### src/ccdm_pkg.sv
// Constants and types for the clock conditioning block.
// Assumes a 125 MHz system clock and an APB register slave.
package ccdm_pkg;

  // ****************************************
  // Timing
  // ****************************************
  localparam int CLK_PERIOD_PS = 8000;
  localparam int DLY_STEP_PS   = 250;
  localparam int DLY_MAX_PS    = 8000;
  localparam int DLY_STEPS_MAX = DLY_MAX_PS / DLY_STEP_PS;
  localparam int DLY_CYC_RAW   = (DLY_MAX_PS + CLK_PERIOD_PS - 1) / CLK_PERIOD_PS;
  localparam int DLY_CYC_MAX   = (DLY_CYC_RAW < 1) ? 1 : DLY_CYC_RAW;
  localparam int LOCK_WINDOWS  = 32;  // Long enough that a one-step period error cannot look locked
  localparam int Q_W           = 16;
  localparam logic [15:0] Q_RESET = 16'h0040;

  // ****************************************
  // Divider limits
  // ****************************************
  localparam int IN_DIV_MAX  = 16;
  localparam int FB_MUL_MAX  = 64;
  localparam int OUT_DIV_MAX = 4;

  // ****************************************
  // Register offsets (byte addresses)
  // ****************************************
  localparam logic [7:0] OFS_CTRL   = 8'h00;
  localparam logic [7:0] OFS_DIV    = 8'h04;
  localparam logic [7:0] OFS_SEL    = 8'h08;
  localparam logic [7:0] OFS_DLY    = 8'h0c;
  localparam logic [7:0] OFS_STATUS = 8'h10;

  // ****************************************
  // Field positions
  // ****************************************
  localparam int CTRL_MODE = 0;
  localparam int CTRL_PD   = 1;
  localparam int DIV_N     = 0;
  localparam int DIV_M     = 4;
  localparam int DIV_U     = 10;
  localparam int DIV_V     = 12;
  localparam int SEL_P     = 0;
  localparam int SEL_S     = 3;
  localparam int SEL_FB    = 5;
  localparam int SEL_SRC   = 7;
  localparam int DLY_P     = 0;
  localparam int DLY_S     = 6;
  localparam int DLY_F     = 12;
  localparam int STS_QPER  = 16;

  // ****************************************
  // Select codes
  // ****************************************
  localparam logic [2:0] PSEL_BYP_DIV = 3'h0;
  localparam logic [2:0] PSEL_BYP_RAW = 3'h1;
  localparam logic [2:0] PSEL_BYP_DLY = 3'h2;
  localparam logic [2:0] PSEL_RSVD    = 3'h3;
  localparam logic [2:0] PSEL_PH0     = 3'h4;
  localparam logic [1:0] SSEL_BYP_DIV = 2'h0;
  localparam logic [1:0] SSEL_BYP_RAW = 2'h1;
  localparam logic [1:0] SSEL_BYP_DLY = 2'h2;
  localparam logic [1:0] SSEL_LOOP    = 2'h3;
  localparam logic [1:0] FEEDBACK_SOURCE_SELECT_GND    = 2'h0;
  localparam logic [1:0] FEEDBACK_SOURCE_SELECT_DLY    = 2'h1;
  localparam logic [1:0] FEEDBACK_SOURCE_SELECT_PH0    = 2'h2;
  localparam logic [1:0] FEEDBACK_SOURCE_SELECT_EXT    = 2'h3;
  localparam logic [1:0] SRC_PAD      = 2'h0;
  localparam logic [1:0] SRC_DIFF     = 2'h1;
  localparam logic [1:0] SRC_INT      = 2'h2;
  localparam logic [1:0] SRC_NONE     = 2'h3;

  // Synchroniser bit positions
  localparam int SY_PAD  = 0;
  localparam int SY_DIFF = 1;
  localparam int SY_INT  = 2;
  localparam int SY_REF2 = 3;
  localparam int SY_EXT  = 4;

  // Loop tracking states
  typedef enum logic [2:0] {
    LS_DOWN = 3'b001,
    LS_ACQ  = 3'b010,
    LS_LOCK = 3'b100
  } ccdm_lock_t;

  // Integer divider state
  typedef struct packed {
    logic [5:0] cnt;
    logic       out;
    logic       prev;
  } ccdm_div_t;

endpackage : ccdm_pkg
### src/ccdm_clock_cond.sv
// Clock conditioning block: reference select, dividers, delay taps,
// digital loop with four oscillator phases, bypass and lock.
// Assumes clock pins are asynchronous to I_SYS_CLK and slower than it.
// Functional notes
// - Input divider divides reference by 1 to 16.
// - Feedback divider multiplies reference by 1 to 64.
// - Each output path has its own divider of 1 to 4.
// - Each output is the loop output over its own divider.
// - Locked output equals reference times m over n times output divider.
// - Delays in both outputs and feedback, 250 ps steps, up to 8 ns.
// - Output delay lags outputs; feedback delay advances them.
// - Primary output may take phase 0, 90, 180 or 270.
// - Secondary output always uses the zero phase.
// - Primary and secondary may bypass the loop independently.
// - Primary bypass skips input divider; its divider and delay stay usable.
// - Both bypassed: loop and input divider skipped, core powered down.
// - Second reference feeds only the secondary, only when bypassed.
// - Lock output rises once the loop has locked.
// - Bypassing both outputs powers the core down; also a dynamic control bit.
// - Feedback source is own output, internal path or external input.
// - Settings come from static bits or the register interface.
// - One mode bit switches static and dynamic while running.
// - Reference source is pad, differential pair or internal signal.
// - Lock output is low whenever not locked.
// - Mode bit 0 means static configuration.
// - Primary select codes 100 to 111 pick phases 0 to 270.
// - Feedback select 00 ground, 01 delayed, 10 phase 0, 11 external.
//
// The APB register port and the address map were chosen for this implementation.
module ccdm_clock_cond
  import ccdm_pkg::*;
#(
  parameter int P_IN_DIV  = 1,
  parameter int P_FB_MUL  = 1,
  parameter int P_U_DIV   = 1,
  parameter int P_V_DIV   = 1,
  parameter logic [2:0] P_PSEL  = PSEL_PH0,
  parameter logic [1:0] P_SSEL  = SSEL_LOOP,
  parameter logic [1:0] P_FEEDBACK_SOURCE_SELECT = FEEDBACK_SOURCE_SELECT_PH0,
  parameter logic [1:0] P_SRC   = SRC_PAD,
  parameter logic [5:0] P_DLYP  = 6'h00,
  parameter logic [5:0] P_DLYS  = 6'h00,
  parameter logic [5:0] P_DLYF  = 6'h00
) (
  // System
  input  wire logic        I_SYS_CLK,
  input  wire logic        I_SYS_RST,
  // APB slave
  input  wire logic        I_PSEL,
  input  wire logic        I_PENABLE,
  input  wire logic        I_PWRITE,
  input  wire logic [7:0]  I_PADDR,
  input  wire logic [31:0] I_PWDATA,
  output logic      [31:0] O_PRDATA,
  output logic             O_PREADY,
  output logic             O_PSLVERR,
  // Clock inputs
  input  wire logic        I_GLOBAL_PAD_CLK,
  input  wire logic        I_DIFFERENTIAL_CLOCK_PAIR,
  input  wire logic        I_INTERNAL_CLK,
  input  wire logic        I_SECONDARY_REFERENCE_CLOCK,
  input  wire logic        I_EXTERNAL_FEEDBACK_INPUT,
  // Clock outputs and status
  output logic             O_PRIMARY_GLOBAL_CLOCK,
  output logic             O_SECONDARY_GLOBAL_CLOCK,
  output logic             O_LOCK,
  output logic             O_LOOP_POWER_DOWN
);

  // ****************************************
  // Elaboration checks
  // ****************************************
  if (P_IN_DIV < 1 || P_IN_DIV > IN_DIV_MAX) begin : g_bad_n
    $error("Static input divider out of range");
  end
  if (P_FB_MUL < 1 || P_FB_MUL > FB_MUL_MAX) begin : g_bad_m
    $error("Static feedback factor out of range");
  end
  if (P_U_DIV < 1 || P_U_DIV > OUT_DIV_MAX || P_V_DIV < 1 || P_V_DIV > OUT_DIV_MAX) begin : g_bad_o
    $error("Static output divider out of range");
  end

  localparam logic [3:0] S_N = 4'(P_IN_DIV - 1);
  localparam logic [5:0] S_M = 6'(P_FB_MUL - 1);
  localparam logic [1:0] S_U = 2'(P_U_DIV - 1);
  localparam logic [1:0] S_V = 2'(P_V_DIV - 1);

  // ****************************************
  // State
  // ****************************************
  typedef struct packed {
    logic [4:0]             s1;
    logic [4:0]             s2;
    logic                   mode;
    logic                   pd_reg;
    logic [3:0]             n_m1;
    logic [5:0]             m_m1;
    logic [1:0]             u_m1;
    logic [1:0]             v_m1;
    logic [2:0]             psel;
    logic [1:0]             ssel;
    logic [1:0]             feedback_source_select;
    logic [1:0]             src;
    logic [5:0]             dlyp;
    logic [5:0]             dlys;
    logic [5:0]             dlyf;
    ccdm_div_t              dn;
    ccdm_div_t              dm;
    ccdm_div_t              du;
    ccdm_div_t              dv;
    logic [DLY_CYC_MAX-1:0] pp;
    logic [DLY_CYC_MAX-1:0] ps;
    logic [DLY_CYC_MAX-1:0] pf;
    logic [Q_W-1:0]         qcnt;
    logic [Q_W-1:0]         qper;
    logic [1:0]             phase;
    logic [1:0]             fbcnt;
    logic [5:0]             good;
    ccdm_lock_t             lk;
    logic                   lock;
    logic                   pd;
    logic [31:0]            prdata;
    logic                   o_p;
    logic                   o_s;
  } ccdm_st_t;

  ccdm_st_t r;
  ccdm_st_t next_r;

  // ****************************************
  // Functions
  // ****************************************
  // Toggle output every (rm1+1) input transitions: balanced duty
  function automatic ccdm_div_t div_step(ccdm_div_t s, logic in, logic [5:0] rm1);
    ccdm_div_t o;
    o = s;
    o.prev = in;
    if (in != s.prev) begin
      if (s.cnt >= rm1) begin
        o.cnt = 6'h00;
        o.out = ~s.out;
      end else begin
        o.cnt = s.cnt + 6'h01;
      end
    end
    return o;
  endfunction : div_step

  // Delay tap: steps of DLY_STEP_PS rounded up to whole cycles
  function automatic logic dly_tap(logic [DLY_CYC_MAX-1:0] p, logic in, logic [5:0] st);
    int steps;
    int cyc;
    steps = (int'(st) > DLY_STEPS_MAX) ? DLY_STEPS_MAX : int'(st);
    cyc   = (steps * DLY_STEP_PS + CLK_PERIOD_PS - 1) / CLK_PERIOD_PS;
    if (cyc > DLY_CYC_MAX) begin
      cyc = DLY_CYC_MAX;
    end
    if (cyc == 0) begin
      return in;
    end
    return p[cyc-1];
  endfunction : dly_tap

  // Shift a new sample into a delay pipe
  function automatic logic [DLY_CYC_MAX-1:0] dly_shift(logic [DLY_CYC_MAX-1:0] p, logic in);
    return DLY_CYC_MAX'({p, in});
  endfunction : dly_shift

  // ****************************************
  // Next state
  // ****************************************
  logic                   acc;
  logic                   hit;
  logic                   ce_mode;
  logic [3:0]             ce_n;
  logic [5:0]             ce_m;
  logic [1:0]             ce_u;
  logic [1:0]             ce_v;
  logic [2:0]             ce_psel;
  logic [1:0]             ce_ssel;
  logic [1:0]             ce_feedback_source_select;
  logic [1:0]             ce_src;
  logic [5:0]             ce_dlyp;
  logic [5:0]             ce_dlys;
  logic [5:0]             ce_dlyf;
  logic                   refc;
  logic                   pb;
  logic                   sb;
  logic                   pwr_dn;
  logic [1:0]             ph;
  logic                   oscp;
  logic                   osc0;
  logic                   fbin;
  logic                   ref_ev;
  logic                   fb_ev;
  logic                   pdl;
  logic                   sdl;

  // Register bus, configuration, loop and output paths
  always_comb begin
    next_r = r;
    next_r.s1 = {I_EXTERNAL_FEEDBACK_INPUT, I_SECONDARY_REFERENCE_CLOCK, I_INTERNAL_CLK,
                 I_DIFFERENTIAL_CLOCK_PAIR, I_GLOBAL_PAD_CLK};
    next_r.s2 = r.s1;

    // Effective configuration: static bits or registers
    ce_mode  = r.mode;
    ce_n     = ce_mode ? r.n_m1  : S_N;
    ce_m     = ce_mode ? r.m_m1  : S_M;
    ce_u     = ce_mode ? r.u_m1  : S_U;
    ce_v     = ce_mode ? r.v_m1  : S_V;
    ce_psel  = ce_mode ? r.psel  : P_PSEL;
    ce_ssel  = ce_mode ? r.ssel  : P_SSEL;
    ce_feedback_source_select = ce_mode ? r.feedback_source_select : P_FEEDBACK_SOURCE_SELECT;
    ce_src   = ce_mode ? r.src   : P_SRC;
    ce_dlyp  = ce_mode ? r.dlyp  : P_DLYP;
    ce_dlys  = ce_mode ? r.dlys  : P_DLYS;
    ce_dlyf  = ce_mode ? r.dlyf  : P_DLYF;

    // Reference source select
    unique case (ce_src)
      SRC_PAD:  refc = r.s2[SY_PAD];
      SRC_DIFF: refc = r.s2[SY_DIFF];
      SRC_INT:  refc = r.s2[SY_INT];
      SRC_NONE: refc = 1'b0;
    endcase

    // Bypass and power-down decisions
    pb     = ~ce_psel[2];
    sb     = (ce_ssel != SSEL_LOOP);
    pwr_dn = (pb & sb) | (ce_mode & r.pd_reg);
    next_r.pd = pwr_dn;

    // Oscillator: four quarter-period steps per cycle
    if (pwr_dn) begin
      next_r.qcnt  = '0;
      next_r.phase = 2'h0;
    end else if (r.qcnt >= r.qper - 16'h0001) begin
      next_r.qcnt  = '0;
      next_r.phase = r.phase + 2'h1;
    end else begin
      next_r.qcnt = r.qcnt + 16'h0001;
    end
    ph   = r.phase - ce_psel[1:0];
    oscp = ph[1];
    osc0 = r.phase[1];

    // Input and feedback dividers
    next_r.dn = div_step(r.dn, refc, {2'h0, ce_n});
    ref_ev    = next_r.dn.out & ~r.dn.out;
    next_r.pf = dly_shift(r.pf, osc0);
    unique case (ce_feedback_source_select)
      FEEDBACK_SOURCE_SELECT_GND: fbin = 1'b0;
      FEEDBACK_SOURCE_SELECT_DLY: fbin = dly_tap(r.pf, osc0, ce_dlyf);
      FEEDBACK_SOURCE_SELECT_PH0: fbin = osc0;
      FEEDBACK_SOURCE_SELECT_EXT: fbin = r.s2[SY_EXT];
    endcase
    next_r.dm = div_step(r.dm, fbin, ce_m);
    fb_ev     = next_r.dm.out & ~r.dm.out;

    // Loop tracking: one feedback edge per reference edge
    if (pwr_dn) begin
      next_r.lk    = LS_DOWN;
      next_r.good  = 6'h00;
      next_r.fbcnt = 2'h0;
    end else if (ref_ev) begin
      next_r.fbcnt = fb_ev ? 2'h1 : 2'h0;
      if (ce_feedback_source_select == FEEDBACK_SOURCE_SELECT_GND) begin
        next_r.good = 6'h00;
        next_r.lk   = LS_ACQ;
      end else if (r.fbcnt == 2'h0) begin
        if (r.qper > 16'h0001) begin
          next_r.qper = r.qper - 16'h0001;
        end
        next_r.good = 6'h00;
        next_r.lk   = LS_ACQ;
      end else if (r.fbcnt == 2'h1) begin
        if (r.good < 6'(LOCK_WINDOWS)) begin
          next_r.good = r.good + 6'h01;
        end
        next_r.lk = (r.good >= 6'(LOCK_WINDOWS - 1)) ? LS_LOCK : LS_ACQ;
      end else begin
        if (r.qper != '1) begin
          next_r.qper = r.qper + 16'h0001;
        end
        next_r.good = 6'h00;
        next_r.lk   = LS_ACQ;
      end
    end else begin
      if (fb_ev && r.fbcnt != 2'h3) begin
        next_r.fbcnt = r.fbcnt + 2'h1;
      end
      if (r.lk == LS_DOWN) begin
        next_r.lk = LS_ACQ;
      end
    end
    next_r.lock = (next_r.lk == LS_LOCK);

    // Primary path: bypass skips input divider
    next_r.du = div_step(r.du, pb ? refc : oscp, {4'h0, ce_u});
    next_r.pp = dly_shift(r.pp, r.du.out);
    pdl       = dly_tap(r.pp, r.du.out, ce_dlyp);
    if (ce_psel[2]) begin
      next_r.o_p = pdl;
    end else begin
      unique case (ce_psel)
        PSEL_BYP_DIV: next_r.o_p = r.du.out;
        PSEL_BYP_RAW: next_r.o_p = refc;
        PSEL_BYP_DLY: next_r.o_p = pdl;
        default:      next_r.o_p = 1'b0;
      endcase
    end

    // Secondary path: own reference only when bypassed
    next_r.dv = div_step(r.dv, sb ? r.s2[SY_REF2] : osc0, {4'h0, ce_v});
    next_r.ps = dly_shift(r.ps, r.dv.out);
    sdl       = dly_tap(r.ps, r.dv.out, ce_dlys);
    unique case (ce_ssel)
      SSEL_BYP_DIV: next_r.o_s = r.dv.out;
      SSEL_BYP_RAW: next_r.o_s = r.s2[SY_REF2];
      SSEL_BYP_DLY: next_r.o_s = sdl;
      SSEL_LOOP:    next_r.o_s = sdl;
    endcase

    // APB decode
    acc = I_PSEL & I_PENABLE;
    hit = (I_PADDR == OFS_CTRL) || (I_PADDR == OFS_DIV) || (I_PADDR == OFS_SEL) ||
          (I_PADDR == OFS_DLY) || (I_PADDR == OFS_STATUS);

    // Read data captured in the setup cycle
    if (I_PSEL && !I_PENABLE && !I_PWRITE) begin
      next_r.prdata = 32'h0000_0000;
      unique case (I_PADDR)
        OFS_CTRL: begin
          next_r.prdata[CTRL_MODE] = r.mode;
          next_r.prdata[CTRL_PD]   = r.pd_reg;
        end
        OFS_DIV: begin
          next_r.prdata[DIV_N+:4] = r.n_m1;
          next_r.prdata[DIV_M+:6] = r.m_m1;
          next_r.prdata[DIV_U+:2] = r.u_m1;
          next_r.prdata[DIV_V+:2] = r.v_m1;
        end
        OFS_SEL: begin
          next_r.prdata[SEL_P+:3]   = r.psel;
          next_r.prdata[SEL_S+:2]   = r.ssel;
          next_r.prdata[SEL_FB+:2]  = r.feedback_source_select;
          next_r.prdata[SEL_SRC+:2] = r.src;
        end
        OFS_DLY: begin
          next_r.prdata[DLY_P+:6] = r.dlyp;
          next_r.prdata[DLY_S+:6] = r.dlys;
          next_r.prdata[DLY_F+:6] = r.dlyf;
        end
        OFS_STATUS: begin
          next_r.prdata[4:0]          = {sb, pb, r.mode, r.pd, r.lock};
          next_r.prdata[STS_QPER+:16] = r.qper;
        end
        default: next_r.prdata = 32'h0000_0000;
      endcase
    end

    // Writes take effect in the access cycle
    if (acc && I_PWRITE) begin
      unique case (I_PADDR)
        OFS_CTRL: begin
          next_r.mode   = I_PWDATA[CTRL_MODE];
          next_r.pd_reg = I_PWDATA[CTRL_PD];
        end
        OFS_DIV: begin
          next_r.n_m1 = I_PWDATA[DIV_N+:4];
          next_r.m_m1 = I_PWDATA[DIV_M+:6];
          next_r.u_m1 = I_PWDATA[DIV_U+:2];
          next_r.v_m1 = I_PWDATA[DIV_V+:2];
        end
        OFS_SEL: begin
          next_r.psel  = I_PWDATA[SEL_P+:3];
          next_r.ssel  = I_PWDATA[SEL_S+:2];
          next_r.feedback_source_select = I_PWDATA[SEL_FB+:2];
          next_r.src   = I_PWDATA[SEL_SRC+:2];
        end
        OFS_DLY: begin
          next_r.dlyp = I_PWDATA[DLY_P+:6];
          next_r.dlys = I_PWDATA[DLY_S+:6];
          next_r.dlyf = I_PWDATA[DLY_F+:6];
        end
        default: next_r.mode = r.mode;
      endcase
    end
  end

  // ****************************************
  // State register
  // ****************************************
  always_ff @(posedge I_SYS_CLK or posedge I_SYS_RST) begin
    if (I_SYS_RST) begin
      r       <= '0;
      r.psel  <= PSEL_PH0;
      r.ssel  <= SSEL_LOOP;
      r.feedback_source_select <= FEEDBACK_SOURCE_SELECT_PH0;
      r.qper  <= Q_RESET;
      r.lk    <= LS_DOWN;
    end else begin
      r <= next_r;
    end
  end

  // ****************************************
  // Outputs
  // ****************************************
  assign O_PRDATA                 = r.prdata;
  assign O_PREADY                 = 1'b1;     // Zero wait states
  assign O_PSLVERR                = acc & ~hit;
  assign O_PRIMARY_GLOBAL_CLOCK   = r.o_p;
  assign O_SECONDARY_GLOBAL_CLOCK = r.o_s;
  assign O_LOCK                   = r.lock;
  assign O_LOOP_POWER_DOWN        = r.pd;

endmodule : ccdm_clock_cond

### config.mk
export PLATFORM = sky130hd
export DESIGN_NAME = ccdm_clock_cond
export DESIGN_NICKNAME = d
export VERILOG_FILES = /design/src/ccdm_pkg.sv /design/src/ccdm_clock_cond.sv
export SDC_FILE = /design/constraint.sdc
export NUM_CORES = 1
export LEC_CHECK = 0
export BUFFER_PORTS_ARGS = -buffer_cell sky130_fd_sc_hd__buf_2
export CORE_AREA = 4 4 190 118
export CTS_BUF_LIST = sky130_fd_sc_hd__clkbuf_8
export DETAILED_ROUTE_END_ITERATION = 6
export DIE_AREA = 0 0 194 122
export PLACE_DENSITY = 0.8
export SKIP_LAST_GASP = 1
export SYNTH_ARGS = -nofsm -noshare
export SYNTH_HDL_FRONTEND = slang
export SYNTH_SLANG_ARGS = --single-unit
### constraint.sdc
create_clock -name I_SYS_CLK -period 8.55 [get_ports I_SYS_CLK]
set_input_delay 0 -clock I_SYS_CLK [delete_from_list [all_inputs] [get_ports I_SYS_CLK]]
set_output_delay 0 -clock I_SYS_CLK [all_outputs]
set_load 0.02 [all_outputs]
* Yosys cells after proc, flatten, opt, wreduce, memory -nomap -nowiden
Index checks and enable logic that the tools add are counted.
** Cells by class
- $add $sub $neg :: 20
- $mul :: 3
- Divide/modulo/power cells :: 3
- $lt $le $gt $ge :: 17
- Equality and inequality tests :: 28
- Mux-type cells :: 76
- Bitwise logic cells :: 15
- Reduce and logical (&&, ||, !) cells :: 32
** Operator list (count)
- $mux W32 :: 4
- $div A32 B14 Y32 const B :: 3
- $gt A32 B2 Y1 const B :: 3
- $logic_not A32 Y1 :: 3
- $lt A32 B2 Y1 const B :: 3
- $mux W16 :: 6
- $sub A32 B2 Y32 const B :: 3
- $mux W6 :: 13
- $sub A15 B1 Y16 const B :: 3
- $add A14 B13 Y15 const B :: 3
- $mul A6 B7 Y13 const B :: 3
- $add A16 B1 Y16 const B :: 2
- $add A6 B1 Y6 const B :: 5
- $mux W9 :: 3
- $mux W1 :: 24
- $mux W2 :: 10
- $gt A6 B6 Y1 const B :: 3
- $eq A8 B4 Y1 const B :: 2
- $ge A16 B16 Y1 :: 1
- $gt A16 B1 Y1 const B :: 1
- $ne A16 B16 Y1 const B :: 1
- $sub A16 B1 Y16 const B :: 1
- $mux W14 :: 1
- $reduce_and A2 Y1 :: 7
- 41 further kinds :: 86
** Word-level totals
- Register bits after elaboration :: 169
- Input port bits :: 50
- Output and inout bits :: 38
- Logic and storage cells :: 235

* Depth between registers and ports, before layout
- Depth after elaboration :: 24
- Depth in mapped cells :: 24
- Mapped depth without buffers :: 21

* Worst setup path before layout
No wires, ideal clock.
- Path type :: flip-flop to flip-flop
- Start point :: register r, in the netlist ce_mode
- End point :: register r[46] in the netlist's numbering
- Setup time :: 131 ps
- Data arrival time :: 6005 ps
- Required time :: 8419 ps
- Slack :: 2415 ps
- Cell stages (with the launch flop) :: 25
- Buffers on the path :: 3
- Period minus slack after synthesis :: 6135 ps
- Cell sequence :: dfrtp_1 clkbuf_1 clkbuf_1 nor2b_1 and2_1 inv_1 fa_1 inv_1 fa_1 inv_1 fa_1 inv_1 ha_1 a21o_1 or3_1 a222oi_1 nand2_1 mux2_2 a211oi_2 mux2i_1 xnor2_1 buf_2 nor4_4 mux2i_1 nor3_2
** Between the ends
- Cells in the longest elaborated chain, start to end :: 20
- Elaborated cells between the ends (all ways) :: 49
- Classes of those cells :: 2 x add/sub; 1 x mul; 1 x div; 4 x order compare; 9 x eq/ne; 21 x mux; 6 x bitwise; 5 x reduce/logical
** Ends and longest elaborated chain
- from (decl) :: RTL line ccdm_clock_cond.sv:127 : ccdm_st_t r;
- from (signal assigned) :: RTL line ccdm_clock_cond.sv:404 : r <= next_r;
- $mux W6 :: RTL line ccdm_clock_cond.sv:218 : ce_dlyf = ce_mode ? r.dlyf : P_DLYF;
- $gt A6 B6 Y1 :: RTL line ccdm_clock_cond.sv:153 : steps = (int'(st) > DLY_STEPS_MAX) ? DLY_STEPS_MAX : int'(st);
- $mux W6 :: RTL line ccdm_clock_cond.sv:153
- $mul A6 B7 Y13 :: RTL line ccdm_clock_cond.sv:154 : cyc = (steps * DLY_STEP_PS + CLK_PERIOD_PS - 1) / CLK_PERIOD_PS;
- $add A14 B13 Y15 :: RTL line ccdm_clock_cond.sv:154
- $sub A15 B1 Y16 :: RTL line ccdm_clock_cond.sv:154
- $div A32 B14 Y32 :: RTL line ccdm_clock_cond.sv:154
- $gt A32 B2 Y1 :: RTL line ccdm_clock_cond.sv:155 : if (cyc > DLY_CYC_MAX) begin
- (+5 left out)
- $mux W1 :: RTL line ccdm_clock_cond.sv:161 : return p[cyc-1];
- $pmux W1 S4 (*) :: RTL line ccdm_clock_cond.sv:252 : unique case (ce_feedback_source_select)
- named net fbin :: RTL line ccdm_clock_cond.sv:193 : logic fbin;
- $ne A1 B1 Y1 (*) :: RTL line ccdm_clock_cond.sv:138 : if (in != s.prev) begin
- $mux W1 (*) :: RTL line ccdm_clock_cond.sv:138
- $and A1 B1 Y1 (*) :: RTL line ccdm_clock_cond.sv:259 : fb_ev = next_r.dm.out & ~r.dm.out;
- $logic_and A1 B1 Y1 (*) :: RTL line ccdm_clock_cond.sv:290 : if (fb_ev && r.fbcnt != 2'h3) begin
- $reduce_bool A3 Y1 (no source line) (*)
Mark *: on every way through the listed nets, which the timed path passes. The rest lies on a longest branch. The select of a mux whose other input is x is not followed.
A chain may end at the register's enable or synchronous reset.

* Worst setup path in the final report
- Start point :: register r[121] in the netlist's numbering
- End point :: register r[45] in the netlist's numbering
** Between the ends
- Cells in the longest elaborated chain, start to end :: 21
- Elaborated cells between the ends (all ways) :: 23
- Classes of those cells :: 2 x add/sub; 1 x mul; 1 x div; 2 x order compare; 1 x eq/ne; 12 x mux; 1 x bitwise; 3 x reduce/logical
** Ends and longest elaborated chain
- $mux W6 (*) :: RTL line ccdm_clock_cond.sv:218
- $gt A6 B6 Y1 :: RTL line ccdm_clock_cond.sv:153
- $mux W6 (*) :: RTL line ccdm_clock_cond.sv:153
- $mul A6 B7 Y13 (*) :: RTL line ccdm_clock_cond.sv:154
- $add A14 B13 Y15 (*) :: RTL line ccdm_clock_cond.sv:154
- $sub A15 B1 Y16 (*) :: RTL line ccdm_clock_cond.sv:154
- $div A32 B14 Y32 (*) :: RTL line ccdm_clock_cond.sv:154
- $gt A32 B2 Y1 :: RTL line ccdm_clock_cond.sv:155
- (+6 left out)
- $pmux W1 S4 (*) :: RTL line ccdm_clock_cond.sv:252
- named net fbin :: RTL line ccdm_clock_cond.sv:193
- $ne A1 B1 Y1 (*) :: RTL line ccdm_clock_cond.sv:138
- $mux W1 (*) :: RTL line ccdm_clock_cond.sv:138
- $and A1 B1 Y1 (*) :: RTL line ccdm_clock_cond.sv:259
- $mux W1 :: RTL line ccdm_clock_cond.sv:267 : next_r.fbcnt = fb_ev ? 2'h1 : 2'h0;
- $mux W2 :: RTL line ccdm_clock_cond.sv:266 : end else if (ref_ev) begin
- $mux W11 :: RTL line ccdm_clock_cond.sv:262 : if (pwr_dn) begin
Marked as above.

==> summary.txt <==
Status
  • Outcome: finished, violations left
  • Failing checks: design-rule violations

Die
  • I/O pin count: a little under 90
  • Die footprint: about 24000 um^2
  • Starting density of the core: 58.9%
  • Die H: 122 um
  • Row cnt: 41
  • Core ar.: 20700 um^2
  • Die X-Extent: 194 um

Global route
  • Largest net degree at the start of global routing: approximately 100
  • First-pass GRT wire length: between 40000 and 50000 um
  • Total Routing Usage GR: 23.9%
  • Initial antenna violation count: 0
  • Grt ovf: 0
  • Vias in the first global route: 9072

Critical path
  • Startpoint Class: flip-flop
  • Worst R2R End: r[45]$_DFFE_PP0P_
  • Reg-to-Reg Start: r[121]$_DFFE_PP0P_
  • Crit path DAT: 7130 ps
  • Worst R2R Path Depth: 21
  • WS Path Type: flip-flop to flip-flop
  • Data required, critical path: a little under 9000 ps
  • CP max FO: 11
  • Setup crit end kind: flip-flop
  • Reg2Reg Setup Slack: between 1500 and 2000 ps

Power
  • VDD IR max: 0.101 mV
  • PwrDens: 157 nW/um^2
  • Pwr Total: around 2.1 mW
  • P_leak: 6.84 nW

Yosys
  • Most common flop cell mapped by yosys: dfrtp_1
  • Number of synthesized flops with an enable pin: 0
  • Synth area leaders: dfrtp_1 (33%), ha_1 (12%), fa_1 (6.4%)
  • Cell count after synthesis: about 1300
  • Ys Warns: 0
  • Mapped Nets: 1509
  • Synth cell types: 81
  • Post-Synthesis Mean Instance Area: a little over 9 um^2
  • Top-area cell type share of the netlist area: 33.4%
  • Asr flop ratio synth: 100%
  • Netlist Area Pre-Place: 12200 um^2
  • Yosys top cell by area: dfrtp_1
  • Seq cells post-synth: 169
  • Seq/Total Area, Yosys: 34.7%

STA
  • Worst Tran Pin Value: ~1200 ps
  • RSZ-0062 raised after global routing: false
  • Setup violators final: 0
  • Achievable Freq: ~150 MHz
  • Relative slew slack: 20.2%
  • Setup TNS: 0 ps
  • Fin Clk Skew: around 19 ps
  • Final hold violation count: 0
  • Final period util: 78.7%
  • Final min period: 6730 ps
  • Slew Viols, Final: 0

Final layout
  • Post-Layout Cell Count: 1642
  • # fillers: 1686
  • Layout Nets: 1553
  • Storage cell area: 4240 um^2
  • Number of diodes: 0
  • Area growth syn-to-layout: 8.26%
  • Multi-input logic area: 7130 um^2
  • Final instance area: 13200 um^2
  • Layout cells sized above 1: between 10% and 20%

Hold path
  • Sink of the worst hold path: O_PRDATA[3]$_DFFE_PP0P_
  • Worst min path class: input port to flip-flop
  • Hold depth: 4
  • Hold Startpoint: I_PADDR[4]

Clock network
  • Worst-path clk slew: about 100 ps
  • Htree depth: 4
  • CTS tree: built
  • Worst skew pair latency: 470 ps
  • Root Driver: clkbuf_8
  • CTS buffer count: 17
  • Clock sinks: 169
  • Longest Clk Path Bufs: 2
  • Postcts setup bufs: 0

Detailed routing
  • Vias: 9449
  • Starting DRT DRC Count: 772
  • Antenna viol nets, final: 0
  • Number of remaining DRC errors: 5
  • Wirelength per Cell: about 17 um
  • First-pass DRT Iterations: 7
  • Via density: approximately 5.8
  • Post-Route WL: 27900 um

Placed design
  • IO Port Bufs: 72
  • Gpl congestion: around 0.87
  • Cells after DPL: 1586
  • Placed Area: 12600 um^2
  • Final HPWL DP: 21000 um

Job
  • Max_cap viols: 0
## sequential cells by signal (all words and copies together) (netlist names)
register                  cells
O_SECONDARY_GLOBAL_CLOCK      1
next_r                        8
O_PRDATA                     32
r                           124
ce_mode                       1
O_LOOP_POWER_DOWN             1
O_LOCK                        1
O_PRIMARY_GLOBAL_CLOCK        1
## worst max path at each step
| stage | start | end | slack, ps |
|---|---|---|---|
| final | r[121]$_DFFE_PP0P_ | r[45]$_DFFE_PP0P_ | 1820 |
| after global routing | r[121]$_DFFE_PP0P_ | r[45]$_DFFE_PP0P_ | 1440 |
| after CTS | r[121]$_DFFE_PP0P_ | r[45]$_DFFE_PP0P_ | 1980 |
| after detailed placement | r[121]$_DFFE_PP0P_ | r[45]$_DFFE_PP0P_ | 2000 |
| after global placement | r[121]$_DFFE_PP0P_ | r[45]$_DFFE_PP0P_ | 2160 |
| after floorplan | ce_mode$_DFFE_PP0P_ | r[46]$_DFFE_PP0P_ | 2410 |
## power by group
group | internal (mW) | switching (mW) | total (mW)
clock | 0.297 | 0.331 | 0.629
sequential | 0.880 | 0.131 | 1.01
combinational | 0.202 | 0.234 | 0.435
## what timing repair did
| item | 4_1_cts | 5_1_grt |
|---|---|---|
| hold buffers | 24 | 0 |
| resized for setup | 0 | 0 |
| hold endpoints to repair | 145 | 0 |
## Yosys cell counts, types with 8 or more instances
library cell	number
ha_1	114
o21a_1	9
clkbuf_1	37
o22a_1	8
or3_1	9
mux2i_1	17
and2_1	26
a21o_1	18
inv_1	115
xor2_1	31
a21oi_1	50
nor3_1	26
o21ai_0	46
nand2b_1	17
a221oi_1	9
xnor2_1	36
fa_1	39
a31oi_1	9
nor2b_1	13
dfrtp_1	163
nor4_1	10
buf_4	33
o21ai_1	14
nand2_1	117
nor2_1	108
mux2_2	47
nand3_1	54
and3_1	17
## area by class of cell
type / count / share of cell area [%]
multi-input cells: 945 / 53.9
repair buffers: 102 / 4.88
well taps: 279 / 2.64
inverters: 115 / 3.30
clock inverters: 15 / 1.44
flip-flops and latches: 169 / 32.0
clock buffers: 17 / 1.77
## kinds of logic after synthesis
| kind of cell | synth area share (%) |
|---|---|
| and+or+nand+nor | 17.6 |
| buffers and inverters | 6.94 |
| adders and majority gates | 18.1 |
| AOI/OAI and AO/OA | 12.2 |
| muxes | 5.73 |
| xor gates and xnor gates | 4.80 |
| other | 0.0307 |
| DFF | 34.7 |
## placed cells by master, fill, tap and decap left out, types with 6 or more instances in the layout
| cell type | Yosys | final |
|---|---|---|
| mux2i_1 | 17 | 17 |
| a221oi_1 | 9 | 9 |
| dfstp_2 | 6 | 6 |
| nor3_1 | 26 | 26 |
| buf_4 | 33 | 6 |
| nand3_1 | 54 | 54 |
| ha_1 | 114 | 114 |
| xnor2_1 | 36 | 36 |
| nand2b_1 | 17 | 17 |
| a21oi_1 | 50 | 50 |
| o22a_1 | 8 | 8 |
| buf_2 | 1 | 72 |
| nor2b_1 | 13 | 13 |
| xor2_1 | 31 | 31 |
| nor3b_1 | 7 | 7 |
| mux2_2 | 47 | 47 |
| a31oi_1 | 9 | 9 |
| o21a_1 | 9 | 9 |
| nor2_1 | 108 | 108 |
| or3_1 | 9 | 9 |
| o21ai_0 | 46 | 46 |
| o21ai_1 | 14 | 14 |
| inv_1 | 115 | 114 |
| and2_1 | 26 | 26 |
| o31ai_1 | 6 | 6 |
| dlygate4sd3_1 | 0 | 24 |
| dfrtp_1 | 163 | 163 |
| and3_1 | 17 | 17 |
| a21o_1 | 18 | 18 |
| nor4_1 | 10 | 10 |
| clkbuf_8 | 0 | 17 |
| nand2_1 | 117 | 117 |
| fa_1 | 39 | 39 |
## routing by layer
layer  share of wire [%]  wire length (um)  track usage [%]
met1                  50             13900             36.1
met2                  43             11900             36.0
met3                 5.7              1600             3.70
met4                 1.8               493             6.32
met5                   0                 0                0
## worst max-delay path: stages, from the launching register on
cell and delay [ps]:
dfrtp_1 430, nor2b_1 330, and2_1 270, inv_1 110, fa_1 590, inv_1 120, fa_1 540, inv_1 60
fa_1 530, inv_1 40, ha_1 340, a21o_1 200, or3_1 390, a222oi_1 520, nand2_1 120, mux2_2 280
a211oi_2 330, mux2i_1 170, xnor2_1 770, or3_1 260, o211ai_1 90, a21oi_1 150
## stage by stage
stage          worst slack (ps)  hold slack (ps)  util (%)
4_1_cts                    1980             80.5      63.8
6_report                   1820              122      63.8
5_1_grt                    1440              148      63.8
2_1_floorplan              2410             31.4         -
3_5_place_dp               2000              109      60.6
3_3_place_gp               2160              109      60.6
(Power assumes the default switching activity.)
